$ cat config.mk
export PLATFORM = sky130hd
export DESIGN_NAME = timer16_core
export DESIGN_NICKNAME = d
export VERILOG_FILES = /design/src/common/timer16_pkg.sv /design/src/common/capture_if.sv /design/src/capture_filter.sv /design/src/timer16_core.sv
export SDC_FILE = /design/constraint.sdc
export NUM_CORES = 1
export LEC_CHECK = 0
export ABC_AREA = 1
export BUFFER_PORTS_ARGS = -buffer_cell sky130_fd_sc_hd__buf_2
export CAP_MARGIN = 20
export CORE_ASPECT_RATIO = 0.9
export CORE_MARGIN = 2
export CORE_UTILIZATION = 57
export DETAILED_ROUTE_END_ITERATION = 6
export HOLD_SLACK_MARGIN = 0.06
export PLACE_DENSITY = 0.88
export SYNTH_ARGS = -nofsm -noshare
export SYNTH_HDL_FRONTEND = slang
export SYNTH_HIERARCHICAL = 1
export SYNTH_SLANG_ARGS = --single-unit
$ cat constraint.sdc
create_clock -name clk -period 2.7 [get_ports clk]
set_clock_uncertainty 0.1 [all_clocks]
set_input_delay 0.54 -clock clk [delete_from_list [all_inputs] [get_ports clk]]
set_output_delay 0.54 -clock clk [all_outputs]
set_load 0.01 [all_outputs]
$ cat src/common/timer16_pkg.sv
// Shared constants for the 16-bit timer core and its capture conditioner.
package timer16_pkg;
  // CPU byte addresses.
  localparam logic [3:0] ADDR_CNT_LO = 4'h0;
  localparam logic [3:0] ADDR_CNT_HI = 4'h1;
  localparam logic [3:0] ADDR_CMPA_LO = 4'h2;
  localparam logic [3:0] ADDR_CMPA_HI = 4'h3;
  localparam logic [3:0] ADDR_CMPB_LO = 4'h4;
  localparam logic [3:0] ADDR_CMPB_HI = 4'h5;
  localparam logic [3:0] ADDR_CAP_LO = 4'h6;
  localparam logic [3:0] ADDR_CAP_HI = 4'h7;
  localparam logic [3:0] ADDR_CTRL_A = 4'h8;
  localparam logic [3:0] ADDR_CTRL_B = 4'h9;
  localparam logic [3:0] ADDR_FLAGS = 4'ha;
  localparam logic [3:0] ADDR_MASK = 4'hb;
  // Field positions in the flag and mask registers.
  localparam int FLAG_OVF = 0;
  localparam int FLAG_MATCH_A = 1;
  localparam int FLAG_MATCH_B = 2;
  localparam int FLAG_CAPTURE = 5;
  // Field positions in control_reg_a.
  localparam int CA_MODE_A = 6;
  localparam int CA_MODE_B = 4;
  localparam int CA_WAVE_LO = 0;
  // Field positions in control_reg_b.
  localparam int CB_FILTER = 7;
  localparam int CB_EDGE_RISE = 6;
  localparam int CB_USE_COMPARATOR = 5;
  localparam int CB_WAVE_HI = 3;
  localparam int CB_CLOCK_SELECT = 0;
  // Reset values.
  localparam logic [7:0] CTRL_RESET = 8'h00;
  localparam logic [7:0] FLAGS_RESET = 8'h00;
  localparam logic [7:0] MASK_RESET = 8'h00;
  localparam logic [15:0] COUNT_RESET = 16'h0000;
  // Counter landmarks and fixed TOP values.
  localparam logic [15:0] COUNT_BOTTOM = 16'h0000;
  localparam logic [15:0] COUNT_MAX = 16'hffff;
  localparam logic [15:0] TOP_8BIT = 16'h00ff;
  localparam logic [15:0] TOP_9BIT = 16'h01ff;
  localparam logic [15:0] TOP_10BIT = 16'h03ff;
  // Prescaler terminal counts for divide by 8, 64, 256 and 1024.
  localparam logic [9:0] PRESC_DIV8 = 10'h007;
  localparam logic [9:0] PRESC_DIV64 = 10'h03f;
  localparam logic [9:0] PRESC_DIV256 = 10'h0ff;
  localparam logic [9:0] PRESC_DIV1024 = 10'h3ff;
  // Equal samples needed by the capture noise filter.
  localparam int FILTER_SAMPLES = 4;
endpackage : timer16_pkg

$ cat src/common/capture_if.sv
// Connection between the capture conditioner and the timer core.
`timescale 1ns/1ps
interface capture_if;
  logic noise_on;
  logic rising;
  logic use_comparator;
  logic event_pulse;
  modport conditioner (input noise_on, input rising, input use_comparator, output event_pulse);
  modport core (output noise_on, output rising, output use_comparator, input event_pulse);
endinterface : capture_if

$ cat src/capture_filter.sv
// Synchroniser, noise filter and edge detector for the capture event.
`timescale 1ns/1ps
module capture_filter
  import timer16_pkg::*;
(
  input wire logic clk,
  input wire logic reset,
  input wire logic clk_en,
  input wire logic capture_pin,
  input wire logic comparator_out,
  capture_if.conditioner cap
);
  typedef struct packed {
    logic sync1;
    logic sync2;
    logic [FILTER_SAMPLES-1:0] history;
    logic level;
    logic event_pulse;
  } filt_state_t;

  filt_state_t s_reg;
  filt_state_t s_next;

  always_comb
  begin
    logic cand;
    cand = 1'b0;
    s_next = s_reg;
    s_next.sync1 = cap.use_comparator ? comparator_out : capture_pin;
    s_next.sync2 = s_reg.sync1;
    s_next.history = {s_reg.history[FILTER_SAMPLES-2:0], s_reg.sync2};
    if (!cap.noise_on)
    begin
      cand = s_reg.sync2;
    end
    else if (&s_reg.history)
    begin
      cand = 1'b1;
    end
    else if (~|s_reg.history)
    begin
      cand = 1'b0;
    end
    else
    begin
      cand = s_reg.level;
    end
    s_next.level = cand;
    s_next.event_pulse = (cand != s_reg.level) && (cand == cap.rising);
  end

  always_ff @(posedge clk)
  begin
    if (reset)
    begin
      s_reg <= '0;
    end
    else if (clk_en)
    begin
      s_reg <= s_next;
    end
  end

  assign cap.event_pulse = s_reg.event_pulse;
endmodule : capture_filter

$ cat src/timer16_core.sv
// Sixteen-bit timer core with byte-wide CPU access through a shared high-byte holder.
`timescale 1ns/1ps
// How it works
// - Counter, compares and capture are 16 bits, reached as two CPU byte accesses.
// - One shared 8-bit holder carries the high half of every 16-bit write and of counter and capture reads.
// - Low-byte write loads held high byte and new low byte in one cycle; capture is loaded only when it is TOP.
// - Counter and capture low-byte reads copy the high byte into the holder; high read returns it.
// - Compare high-byte reads return the live high byte, not the holder.
// - Both control registers are accessed directly with no ordering constraint.
// - Four sources show in the flag register, each gated by a mask bit.
// - Tick from prescaler or external pin edge; no source leaves counter idle.
// - Buffered compares checked on every tick; match drives output and sets match flag.
// - Filtered pin or comparator edge copies the counter into capture register unless capture is TOP.
// - BOTTOM is 0x0000 and MAX is 0xFFFF.
// - TOP is 0x00FF, 0x01FF, 0x03FF, 0xFFFF, compare A or capture by mode.
// - Compare A as PWM TOP drives no PWM output and stays double buffered.
// - The timer runs only while the power gate bit is zero.
// - A CPU counter write beats any clear or count in the same cycle.
// - Clock select zero stops the timer; CPU access to the counter stays.
// - Capture flag sets with the copy; cleared by service or writing one.
module timer16_core
  import timer16_pkg::*;
(
  input wire logic clk,
  input wire logic reset,
  input wire logic clk_en,
  input wire logic power_gate_bit,
  input wire logic [3:0] cpu_addr,
  input wire logic cpu_wr,
  input wire logic cpu_rd,
  input wire logic [7:0] cpu_wdata,
  output logic [7:0] cpu_rdata,
  input wire logic external_tick_pin,
  input wire logic capture_pin,
  input wire logic comparator_out,
  input wire logic [3:0] irq_ack,
  output logic [3:0] irq_req,
  output logic compare_output_a,
  output logic compare_output_b
);
  import timer16_pkg::*;

  typedef struct packed {
    logic [15:0] counter_value;
    logic [15:0] compare_value_a;
    logic [15:0] compare_value_b;
    logic [15:0] active_a;
    logic [15:0] active_b;
    logic [15:0] capture_value;
    logic [7:0] hold_high;
    logic [7:0] control_reg_a;
    logic [7:0] control_reg_b;
    logic [7:0] irq_flag_reg;
    logic [7:0] irq_mask_reg;
    logic [9:0] presc;
    logic tick_sync1;
    logic tick_sync2;
    logic tick_prev;
    logic count_down;
    logic out_a;
    logic out_b;
    logic [7:0] rdata;
    logic [3:0] irq_req;
  } core_state_t;

  core_state_t s_reg;
  core_state_t s_next;

  capture_if cap ();

  capture_filter u_capture_filter (
    .clk(clk),
    .reset(reset),
    .clk_en(clk_en),
    .capture_pin(capture_pin),
    .comparator_out(comparator_out),
    .cap(cap)
  );

  function automatic logic is_pwm(input logic [3:0] wave);
    is_pwm = (wave[1:0] != 2'b00);
  endfunction : is_pwm

  function automatic logic is_phase(input logic [3:0] wave);
    is_phase = is_pwm(wave) && !wave[2];
  endfunction : is_phase

  function automatic logic top_is_cap(input logic [3:0] wave);
    top_is_cap = (wave == 4'hc) || (wave == 4'he) || (wave == 4'ha);
  endfunction : top_is_cap

  function automatic logic top_is_a(input logic [3:0] wave);
    top_is_a = (wave == 4'h4) || (wave == 4'hf) || (wave == 4'hb);
  endfunction : top_is_a

  function automatic logic [15:0] top_value(input logic [3:0] wave, input logic [15:0] cmp_a,
                                            input logic [15:0] cap_val);
    if (top_is_a(wave))
    begin
      top_value = cmp_a;
    end
    else if (top_is_cap(wave))
    begin
      top_value = cap_val;
    end
    else if (!is_pwm(wave))
    begin
      top_value = COUNT_MAX;
    end
    else if (wave[1:0] == 2'b01)
    begin
      top_value = TOP_8BIT;
    end
    else if (wave[1:0] == 2'b10)
    begin
      top_value = TOP_9BIT;
    end
    else
    begin
      top_value = TOP_10BIT;
    end
  endfunction : top_value

  // Next output pin level for one compare unit.
  function automatic logic wave_out(input logic cur, input logic [1:0] mode, input logic match,
                                    input logic bottom, input logic pwm, input logic phase,
                                    input logic down);
    wave_out = cur;
    if (mode == 2'b01)
    begin
      if (match)
      begin
        wave_out = !cur;
      end
    end
    else if (mode[1])
    begin
      if (match)
      begin
        wave_out = (phase && down) ? !mode[0] : mode[0];
      end
      else if (pwm && !phase && bottom)
      begin
        wave_out = !mode[0];
      end
    end
  endfunction : wave_out

  always_comb
  begin
    logic [3:0] wave;
    logic [2:0] csel;
    logic tick;
    logic running;
    logic [15:0] top;
    logic at_top;
    logic wrap;
    logic match_a;
    logic match_b;
    logic overflow;
    logic capture;
    logic [7:0] set_flags;
    logic [7:0] clr_flags;
    logic [1:0] mode_a;
    wave = 4'h0;
    csel = 3'h0;
    tick = 1'b0;
    running = 1'b0;
    top = COUNT_BOTTOM;
    at_top = 1'b0;
    wrap = 1'b0;
    match_a = 1'b0;
    match_b = 1'b0;
    overflow = 1'b0;
    capture = 1'b0;
    set_flags = 8'h00;
    clr_flags = 8'h00;
    mode_a = 2'b00;
    s_next = s_reg;
    wave = {s_reg.control_reg_b[CB_WAVE_HI +: 2], s_reg.control_reg_a[CA_WAVE_LO +: 2]};
    csel = s_reg.control_reg_b[CB_CLOCK_SELECT +: 3];
    running = !power_gate_bit && (csel != 3'h0);

    s_next.tick_sync1 = external_tick_pin;
    s_next.tick_sync2 = s_reg.tick_sync1;
    s_next.tick_prev = s_reg.tick_sync2;
    if (running)
    begin
      s_next.presc = s_reg.presc + 10'h001;
    end
    case (csel)
      3'h1: tick = 1'b1;
      3'h2: tick = (s_reg.presc[2:0] == PRESC_DIV8[2:0]);
      3'h3: tick = (s_reg.presc[5:0] == PRESC_DIV64[5:0]);
      3'h4: tick = (s_reg.presc[7:0] == PRESC_DIV256[7:0]);
      3'h5: tick = (s_reg.presc == PRESC_DIV1024);
      3'h6: tick = s_reg.tick_prev && !s_reg.tick_sync2;
      3'h7: tick = !s_reg.tick_prev && s_reg.tick_sync2;
      default: tick = 1'b0;
    endcase
    tick = tick && running;

    top = top_value(wave, s_reg.active_a, s_reg.capture_value);
    at_top = (s_reg.counter_value == top);
    match_a = tick && (s_reg.counter_value == s_reg.active_a);
    match_b = tick && (s_reg.counter_value == s_reg.active_b);
    if (tick)
    begin
      if (is_phase(wave))
      begin
        if (!s_reg.count_down && at_top)
        begin
          s_next.count_down = 1'b1;
          s_next.counter_value = s_reg.counter_value - 16'h0001;
          wrap = 1'b1;
        end
        else if (s_reg.count_down && (s_reg.counter_value == COUNT_BOTTOM))
        begin
          s_next.count_down = 1'b0;
          s_next.counter_value = s_reg.counter_value + 16'h0001;
          overflow = 1'b1;
        end
        else
        begin
          s_next.counter_value = s_reg.count_down ? s_reg.counter_value - 16'h0001
                                                  : s_reg.counter_value + 16'h0001;
        end
      end
      else
      begin
        s_next.count_down = 1'b0;
        if (at_top)
        begin
          s_next.counter_value = COUNT_BOTTOM;
          wrap = 1'b1;
        end
        else
        begin
          s_next.counter_value = s_reg.counter_value + 16'h0001;
        end
        overflow = is_pwm(wave) ? at_top : (s_reg.counter_value == COUNT_MAX);
      end
    end
    if (wrap && is_pwm(wave))
    begin
      s_next.active_a = s_reg.compare_value_a;
      s_next.active_b = s_reg.compare_value_b;
    end

    mode_a = s_reg.control_reg_a[CA_MODE_A +: 2];
    if (is_pwm(wave) && top_is_a(wave) && mode_a[1])
    begin
      mode_a = 2'b00;
    end
    s_next.out_a = wave_out(s_reg.out_a, mode_a, match_a, wrap, is_pwm(wave), is_phase(wave),
                            s_reg.count_down);
    s_next.out_b = wave_out(s_reg.out_b, s_reg.control_reg_a[CA_MODE_B +: 2], match_b, wrap,
                            is_pwm(wave), is_phase(wave), s_reg.count_down);

    capture = cap.event_pulse && !power_gate_bit && !top_is_cap(wave);
    if (capture)
    begin
      s_next.capture_value = s_reg.counter_value;
    end

    set_flags[FLAG_OVF] = overflow;
    set_flags[FLAG_MATCH_A] = match_a;
    set_flags[FLAG_MATCH_B] = match_b;
    set_flags[FLAG_CAPTURE] = capture;
    clr_flags[FLAG_OVF] = irq_ack[0];
    clr_flags[FLAG_MATCH_A] = irq_ack[1];
    clr_flags[FLAG_MATCH_B] = irq_ack[2];
    clr_flags[FLAG_CAPTURE] = irq_ack[3];

    // Writes come last so that they override counting.
    if (cpu_wr)
    begin
      if ((cpu_addr == ADDR_CNT_HI) || (cpu_addr == ADDR_CMPA_HI) || (cpu_addr == ADDR_CMPB_HI) ||
          (cpu_addr == ADDR_CAP_HI))
      begin
        s_next.hold_high = cpu_wdata;
      end
      else if (cpu_addr == ADDR_CNT_LO)
      begin
        s_next.counter_value = {s_reg.hold_high, cpu_wdata};
      end
      else if (cpu_addr == ADDR_CMPA_LO)
      begin
        s_next.compare_value_a = {s_reg.hold_high, cpu_wdata};
        if (!is_pwm(wave))
        begin
          s_next.active_a = {s_reg.hold_high, cpu_wdata};
        end
      end
      else if (cpu_addr == ADDR_CMPB_LO)
      begin
        s_next.compare_value_b = {s_reg.hold_high, cpu_wdata};
        if (!is_pwm(wave))
        begin
          s_next.active_b = {s_reg.hold_high, cpu_wdata};
        end
      end
      else if (cpu_addr == ADDR_CAP_LO)
      begin
        if (top_is_cap(wave))
        begin
          s_next.capture_value = {s_reg.hold_high, cpu_wdata};
        end
      end
      else if (cpu_addr == ADDR_CTRL_A)
      begin
        s_next.control_reg_a = cpu_wdata;
      end
      else if (cpu_addr == ADDR_CTRL_B)
      begin
        s_next.control_reg_b = cpu_wdata;
      end
      else if (cpu_addr == ADDR_FLAGS)
      begin
        clr_flags = clr_flags | cpu_wdata;
      end
      else if (cpu_addr == ADDR_MASK)
      begin
        s_next.irq_mask_reg = cpu_wdata;
      end
    end
    s_next.irq_flag_reg = (s_reg.irq_flag_reg & ~clr_flags) | set_flags;

    if (cpu_rd)
    begin
      if (cpu_addr == ADDR_CNT_LO)
      begin
        s_next.rdata = s_reg.counter_value[7:0];
        s_next.hold_high = s_reg.counter_value[15:8];
      end
      else if (cpu_addr == ADDR_CAP_LO)
      begin
        s_next.rdata = s_reg.capture_value[7:0];
        s_next.hold_high = s_reg.capture_value[15:8];
      end
      else if ((cpu_addr == ADDR_CNT_HI) || (cpu_addr == ADDR_CAP_HI))
      begin
        s_next.rdata = s_reg.hold_high;
      end
      else if (cpu_addr == ADDR_CMPA_LO)
      begin
        s_next.rdata = s_reg.compare_value_a[7:0];
      end
      else if (cpu_addr == ADDR_CMPA_HI)
      begin
        s_next.rdata = s_reg.compare_value_a[15:8];
      end
      else if (cpu_addr == ADDR_CMPB_LO)
      begin
        s_next.rdata = s_reg.compare_value_b[7:0];
      end
      else if (cpu_addr == ADDR_CMPB_HI)
      begin
        s_next.rdata = s_reg.compare_value_b[15:8];
      end
      else if (cpu_addr == ADDR_CTRL_A)
      begin
        s_next.rdata = s_reg.control_reg_a;
      end
      else if (cpu_addr == ADDR_CTRL_B)
      begin
        s_next.rdata = s_reg.control_reg_b;
      end
      else if (cpu_addr == ADDR_FLAGS)
      begin
        s_next.rdata = s_reg.irq_flag_reg;
      end
      else if (cpu_addr == ADDR_MASK)
      begin
        s_next.rdata = s_reg.irq_mask_reg;
      end
      else
      begin
        s_next.rdata = 8'h00;
      end
    end

    s_next.irq_req = {s_next.irq_flag_reg[FLAG_CAPTURE] & s_next.irq_mask_reg[FLAG_CAPTURE],
                      s_next.irq_flag_reg[FLAG_MATCH_B] & s_next.irq_mask_reg[FLAG_MATCH_B],
                      s_next.irq_flag_reg[FLAG_MATCH_A] & s_next.irq_mask_reg[FLAG_MATCH_A],
                      s_next.irq_flag_reg[FLAG_OVF] & s_next.irq_mask_reg[FLAG_OVF]};
  end

  always_ff @(posedge clk)
  begin
    if (reset)
    begin
      s_reg <= '0;
    end
    else if (clk_en)
    begin
      s_reg <= s_next;
    end
  end

  assign cap.noise_on = s_reg.control_reg_b[CB_FILTER];
  assign cap.rising = s_reg.control_reg_b[CB_EDGE_RISE];
  assign cap.use_comparator = s_reg.control_reg_b[CB_USE_COMPARATOR];
  assign cpu_rdata = s_reg.rdata;
  assign irq_req = s_reg.irq_req;
  assign compare_output_a = s_reg.out_a;
  assign compare_output_b = s_reg.out_b;
endmodule : timer16_core

; Word-level counts from Yosys, hierarchy flattened
; Index checks and enable logic that the tools add are counted.
[word_totals]
register_bits = 172
in_bits = 25
[op_classes]
add_sub_neg = 3
n_eq_ne = 42
n_mux = 100
n_bitwise = 16
n_reduce_logical = 56
[ops]
columns = cell, count
row1 = two-way mux 16 bit, 26
row2 = two-way mux 8 bit, 27
row3 = two-way mux 120 bit, 1
row4 = two-way mux 96 bit, 1
row5 = two-way mux 80 bit, 1
row6 = two-way mux 32 bit, 2
row7 = two-way mux 6 bit, 10
row8 = equality test 16 bit, 3
row9 = "equality test 4 bit, second input constant", 9
row10 = two-way mux 1 bit, 28
row11 = "equality test 4 x 3 -> 1 bit, second input constant", 5
row12 = two-way mux 10 bit, 2
row13 = logical AND 1 bit, 18
row14 = "adder 16 x 1 -> 16 bit, second input constant", 1
row15 = "equality test 16 bit, second input constant", 1
row16 = zero test 16 bit, 1
row17 = "subtractor 16 x 1 -> 16 bit, second input constant", 1
row18 = "equality test 3 bit, second input constant", 5
row19 = AND reduction 4 bit, 3
row20 = zero test 1 bit, 11
row21 = AND reduction 11 bit, 1
row22 = "adder 10 x 1 -> 10 bit, second input constant", 1
row23 = "equality test 10 bit, second input constant", 1
row24 = AND reduction 9 bit, 1
row25 = 31 further kinds, 57

; Longest topological paths before layout
[depth]
word_depth = 22
mapped_depth = 24
ltp_nobuf = 22

; Cells and area by module
; Netlist, hierarchy kept.
[modules_own_cells]
columns = mod, n_inst, cells_per_inst, area_each_um2
row1 = timer16_core, 1, 1663, 10677.7
row2 = capture_filter, 1, 53, 357.8

; Worst setup path before layout
; OpenSTA, ideal clock, no wires.
[synth_path]
path_kind = register -> register
startpoint = register s_reg[52] (netlist name)
endpoint = register s_reg[115] (netlist name)
setup_time_ns = 0.132
t_arrival_ns = 2.358
required_time_ns = 2.468
path_slack_ns = 0.110
path_stages_with_launch = 23
period_less_slack_ns = 2.590
cell_sequence = dfxtp_1 -> inv_1 -> ha_1 -> buf_2 -> nand2_4 -> nand2_2 -> buf_6 -> buf_6 -> nand3_1 -> nand3_1 -> nand3_1 -> nand2_1 -> nor2_1 -> nand2_2 -> nor2_4 -> nand2_4 -> inv_4 -> nand2_4 -> buf_4 -> nand2_1 -> o211ai_2 -> nand2_1 -> a21oi_1
[synth_via]
elab_chain_cells = 18
word_cells_on_any_way = 32
cone_classes = eq/ne (9) / mux (15) / reduce/logical (8)
[synth_lines]
columns = element, line_no
row1 = start: declaration, timer16_core.sv:66  ; core_state_t s_reg;
row2 = start signal: assignment, timer16_core.sv:397  ; s_reg <= s_next;
row3 = equality test 2 bit, timer16_core.sv:114  ; else if (wave[1:0] == 2'b10)
row4 = two-way mux 10 bit, timer16_core.sv:114
row5 = two-way mux 10 bit, timer16_core.sv:110  ; else if (wave[1:0] == 2'b01)
row6 = two-way mux 16 bit, timer16_core.sv:106  ; else if (!is_pwm(wave))
row7 = two-way mux 16 bit, timer16_core.sv:102  ; else if (top_is_cap(wave))
row8 = two-way mux 16 bit, timer16_core.sv:98  ; if (top_is_a(wave))
row9 = equality test 16 bit, timer16_core.sv:204  ; at_top = (s_reg.counter_value == top);
row10 = logical AND 1 bit, timer16_core.sv:211  ; if (!s_reg.count_down && at_top)
row11 = [... 2 more ...], --
row12 = two-way mux 1 bit, timer16_core.sv:207  ; if (tick)
row13 = logical AND 1 bit, timer16_core.sv:244  ; if (wrap && is_pwm(wave))
row14 = two-way mux 32 bit, timer16_core.sv:244
row15 = two-way mux 16 bit, timer16_core.sv:290  ; if (!is_pwm(wave))
row16 = two-way mux 16 bit, timer16_core.sv:287  ; else if (cpu_addr == ADDR_CMPA_LO)
row17 = two-way mux 80 bit, timer16_core.sv:283  ; else if (cpu_addr == ADDR_CNT_LO)
row18 = two-way mux 96 bit, timer16_core.sv:278  ; if ((cpu_addr == ADDR_CNT_HI) || (cpu_addr == ADDR_CMPA_HI) || (cpu_addr == ADDR_CMPB_HI) ||
row19 = two-way mux 120 bit *, timer16_core.sv:276  ; if (cpu_wr)
; Every way passes the cells marked *; elsewhere a longest branch is shown, timed or not.
; A chain may end at the register's enable or synchronous reset.

; Worst setup path in the final report
[layout_path]
startpoint = register s_reg[53] (netlist name)
endpoint = register s_reg[101] (netlist name)
; The elaborated chain is that of the path after synthesis.

==> impl_metrics.xml <==
<?xml version="1.0" encoding="UTF-8"?>
<metrics>
  <group name="final_layout">
    <metric name="fraction_of_layout_instances_using_a_drive_strength_above_1" unit="%">16.3</metric>
    <metric name="regArea" unit="mm2">0.00345</metric>
    <metric name="largest_register_ffs" unit="">145</metric>
    <metric name="antennaDiodeCount" unit="">0</metric>
    <metric name="multi_input_gate_area_in_the_final_layout" unit="mm2">0.00660</metric>
    <metric name="final_area" unit="mm2">0.0129</metric>
    <metric name="post_layout_nonfiller_instances" unit="">2048</metric>
    <metric name="num-fill-cells" unit="">1586</metric>
    <metric name="layout.nets" unit="">1818</metric>
    <metric name="syn2layout_area_growth" unit="%">17.1</metric>
  </group>
  <group name="job">
    <metric name="drv_cap" unit="">0</metric>
  </group>
  <group name="routing">
    <metric name="postRouteAntennaNets" unit="">0</metric>
    <metric name="post_drt_via_cell_ratio" unit="">6.27</metric>
    <metric name="detail_route.iter0.violations" unit="">2272</metric>
    <metric name="drc" unit="">4</metric>
    <metric name="drt_wl_total" unit="um">40300</metric>
    <metric name="vias" unit="">12800</metric>
    <metric name="routed_wire_length_per_instance" unit="um">19.7</metric>
    <metric name="drt_first_pass_iters" unit="">7</metric>
  </group>
  <group name="worst_setup_path">
    <metric name="timing.critical_path.cells" unit="">buf_4, ha_1, inv_2, nand2_8, buf_8, nand3_2, nand3_2, nand3_1, nand2_1, nor2_1, nand2_1, nor2_4, nand2_4, inv_8, nand2_8, clkbuf_16, nand2_1, o21ai_1, o21ai_1, a21oi_1</metric>
    <metric name="crit_slowest_cell" unit="">dfxtp_2</metric>
    <metric name="timing.critical_path.buf_inv" unit="">5</metric>
    <metric name="critical_path.most_common_cell" unit="">nand2_1</metric>
    <metric name="criticalPathCategory" unit="">reg2reg</metric>
    <metric name="path_max_fanout" unit="">10</metric>
    <metric name="timing.critical_path.arrival" unit="ns">3.03</metric>
    <metric name="critPathRequiredTime" unit="ns">2.90</metric>
    <metric name="crit_path_start_kind" unit="">register</metric>
    <metric name="setup.worst_path.end_class" unit="">register</metric>
    <metric name="max_stage_delay" unit="ns">0.34</metric>
    <metric name="timing.critical_path.max_delay_family" unit="">simple AND/OR/NAND/NOR gates</metric>
  </group>
  <group name="yosys">
    <metric name="fraction_of_registers_with_async_set_reset" unit="%">0</metric>
    <metric name="postSynthNetCount" unit="">1749</metric>
    <metric name="synth_cells" unit="">1716</metric>
    <metric name="yosys_register_bits" unit="">172</metric>
    <metric name="synth_edf_count" unit="">0</metric>
    <metric name="synth_flop_cell" unit="">dfxtp_1</metric>
    <metric name="synth.yosys.seq_area_share" unit="%">31.2</metric>
    <metric name="synthesis.area_per_instance" unit="um2">6.43</metric>
    <metric name="synthesis.yosys.warnings" unit="">6</metric>
    <metric name="syn_area" unit="mm2">0.0110</metric>
    <metric name="number_of_library_cell_types_mapped_by_synthesis" unit="">45</metric>
  </group>
  <group name="placement">
    <metric name="gp_routability_congestion" unit="">1.05</metric>
    <metric name="hpwl" unit="um">27800</metric>
    <metric name="placement.cell_area" unit="mm2">0.0119</metric>
    <metric name="place_inst" unit="">2001</metric>
    <metric name="portBuffers" unit="">38</metric>
  </group>
  <group name="pwr">
    <metric name="p_int" unit="mW">4.04</metric>
    <metric name="pwr_density_cell" unit="mW/mm2">446</metric>
    <metric name="p_seq_share" unit="%">45.4</metric>
    <metric name="power.switching" unit="mW">1.72</metric>
    <metric name="power.static_leakage" unit="nW">5.28</metric>
    <metric name="pwr-share-comb" unit="%">10.9</metric>
    <metric name="power.share.switching" unit="%">29.9</metric>
    <metric name="post-layout-total-power" unit="mW">5.77</metric>
    <metric name="clock_group_share_of_total_power" unit="%">43.8</metric>
    <metric name="worst_ir_drop_vdd" unit="mV">0.437</metric>
  </group>
  <group name="global_route">
    <metric name="grt_util_all_layers" unit="%">38.1</metric>
    <metric name="total_congestion_overflow" unit="">0</metric>
    <metric name="grt_pass1_wl" unit="um">60300</metric>
    <metric name="pin_count_of_the_biggest_net_entering_global_routing" unit="">98</metric>
    <metric name="grt_antenna_before_repair" unit="">0</metric>
    <metric name="grt_pass1_vias" unit="">11100</metric>
  </group>
  <group name="cts">
    <metric name="post_cts_hold_buffers" unit="">0</metric>
    <metric name="clk_latency" unit="ns">0.45</metric>
    <metric name="clock_slew_seen_by_the_registers_of_the_worst_setup_and_hold_paths" unit="ns">0.07</metric>
    <metric name="max-clock-path-buffers" unit="">2</metric>
    <metric name="cts-buffers-inserted" unit="">17</metric>
    <metric name="cts_htree_levels" unit="">4</metric>
    <metric name="clock_sinks" unit="">172</metric>
    <metric name="clock_tree_from_tritoncts" unit="">yes</metric>
    <metric name="clockRootBuffer" unit="">clkbuf_16</metric>
  </group>
  <group name="die">
    <metric name="die_footprint" unit="mm2">0.0205</metric>
    <metric name="die_w" unit="um">151</metric>
    <metric name="top_level_ports" unit="">39</metric>
    <metric name="placeableCoreArea" unit="mm2">0.0191</metric>
    <metric name="floorplan.initialDensity" unit="%">57.8</metric>
    <metric name="fp-row-count" unit="">48</metric>
    <metric name="die_height" unit="um">136</metric>
  </group>
  <group name="sta">
    <metric name="fmaxAchievable" unit="MHz">353</metric>
    <metric name="finalHoldViolCount" unit="">0</metric>
    <metric name="worst_pin_slew" unit="ns">0.769</metric>
    <metric name="timing.final.max_slew_violations" unit="">0</metric>
    <metric name="report.final.setup_viol" unit="">38</metric>
    <metric name="grt_setup_unrepaired" unit="">true</metric>
    <metric name="timing.final.crit_share" unit="%">105</metric>
    <metric name="timing.slew.headroom" unit="%">48.7</metric>
    <metric name="period_needed" unit="ns">2.83</metric>
    <metric name="final_critical_path_setup_slack" unit="ns">-0.132</metric>
  </group>
  <group name="outcome">
    <metric name="failed_checks" unit="">DRC, setup timing</metric>
    <metric name="outcome" unit="">finished with violations</metric>
  </group>
  <group name="min_path">
    <metric name="hold_path.class" unit="">in2reg</metric>
  </group>
</metrics>
synthesized netlist by cell type (all sizes together) (34+ instances only):
cell type | instances | area [um2]
nand2 | 418 | 1610
a21oi | 245 | 1240
inv | 190 | 716
dfxtp | 172 | 3440
o21ai | 144 | 721
nor2 | 111 | 450
nand3 | 87 | 458
clkbuf | 70 | 263
o211ai | 53 | 498
buf | 38 | 262
xor2 | 35 | 307
nand4 | 34 | 213
what timing repair did:
action                                  in CTS  in global routing
pin swaps                                    6                 27
endpoints found under the setup margin      51                 52
buffers inserted                             4                  6
gates cloned                                 3                  3
gates resized for setup                     29                 44
endpoints found under the hold margin        0                  0
through the flow:
step	hold WS (ns)	worst slack [ns]	util (%)	setup TNS (ns)
detailed placement	0.339	-0.195	62.3	-6.25
global route	0.252	-0.178	67.6	-6.47
CTS	0.254	0.0183	66.4	0
finish	0.252	-0.132	67.6	-2.86
global placement	0.334	-0.0585	62.3	-1.68
floorplan	0.324	0.110	-	0
final cells by class:
class / count / area share [%]
multi-input combinational: 1243 / 51.1
tap: 250 / 2.42
clock buffer: 18 / 3.40
timing repair buffer: 154 / 9.29
clock inverter: 14 / 1.30
inverter: 197 / 5.80
sequential: 172 / 26.7
path summary, 6_finish.rpt:
kind | start | end | slack (ns) | cells past startpoint
worst max-delay path | s_reg[53]$_SDFFE_PP0P_ | s_reg[101]$_SDFFE_PP0P_ | -0.13 | 20
worst min-delay path | external_tick_pin | s_next[16]$_SDFFE_PP0P_ | 0.25 | 3
worst max register to register | s_reg[53]$_SDFFE_PP0P_ | s_reg[101]$_SDFFE_PP0P_ | -0.13 | 20
worst min register to register | s_reg[39]$_SDFFE_PP0P_ | s_reg[39]$_SDFFE_PP0P_ | 0.35 | 2
layout by cell type (no fill, tap or decap), drive strengths merged, types with 35 or more instances in the layout:
master / netlist / final
nand2: 418 / 422
a21oi: 245 / 245
inv: 190 / 197
dfxtp: 172 / 172
buf: 38 / 153
o21ai: 144 / 144
nor2: 111 / 111
nand3: 87 / 87
o211ai: 53 / 53
xor2: 35 / 35
worst min-delay path, delay by kind of cell:
family                 cells  cell delay [ns]
buffers and inverters      1             0.08
AND/OR/NAND/NOR            2             0.14
routing by layer:
layer	GRT usage, %	up-vias	share of wire (%)
met5	0	-	0
met1	49.1	5748	37
met2	57.9	982	42
li1	-	5867	-
met4	17.8	0	5.6
met3	12.4	234	15
kinds of logic after synthesis:
kind of cell,count (synthesis),share of synthesized area (%)
buffers and inverters,305,11.5
AND/OR/NAND/NOR,692,27.0
XOR/XNOR,47,3.73
flip-flops,172,31.2
AO/OA/AOI/OAI,492,25.7
adder cells (fa/ha/maj),8,0.907
power groups by stage:
stage | clock, mW | combinational (mW) | sequential, mW
after floorplan | 0 | 0.369 | 2.66
final | 2.52 | 0.628 | 2.62
after global routing | 2.62 | 0.667 | 2.62
after global placement | 0 | 0.561 | 2.67
after detailed placement | 0 | 0.571 | 2.67
after CTS | 2.52 | 0.583 | 2.61
Power figures use the tool's default switching activity.
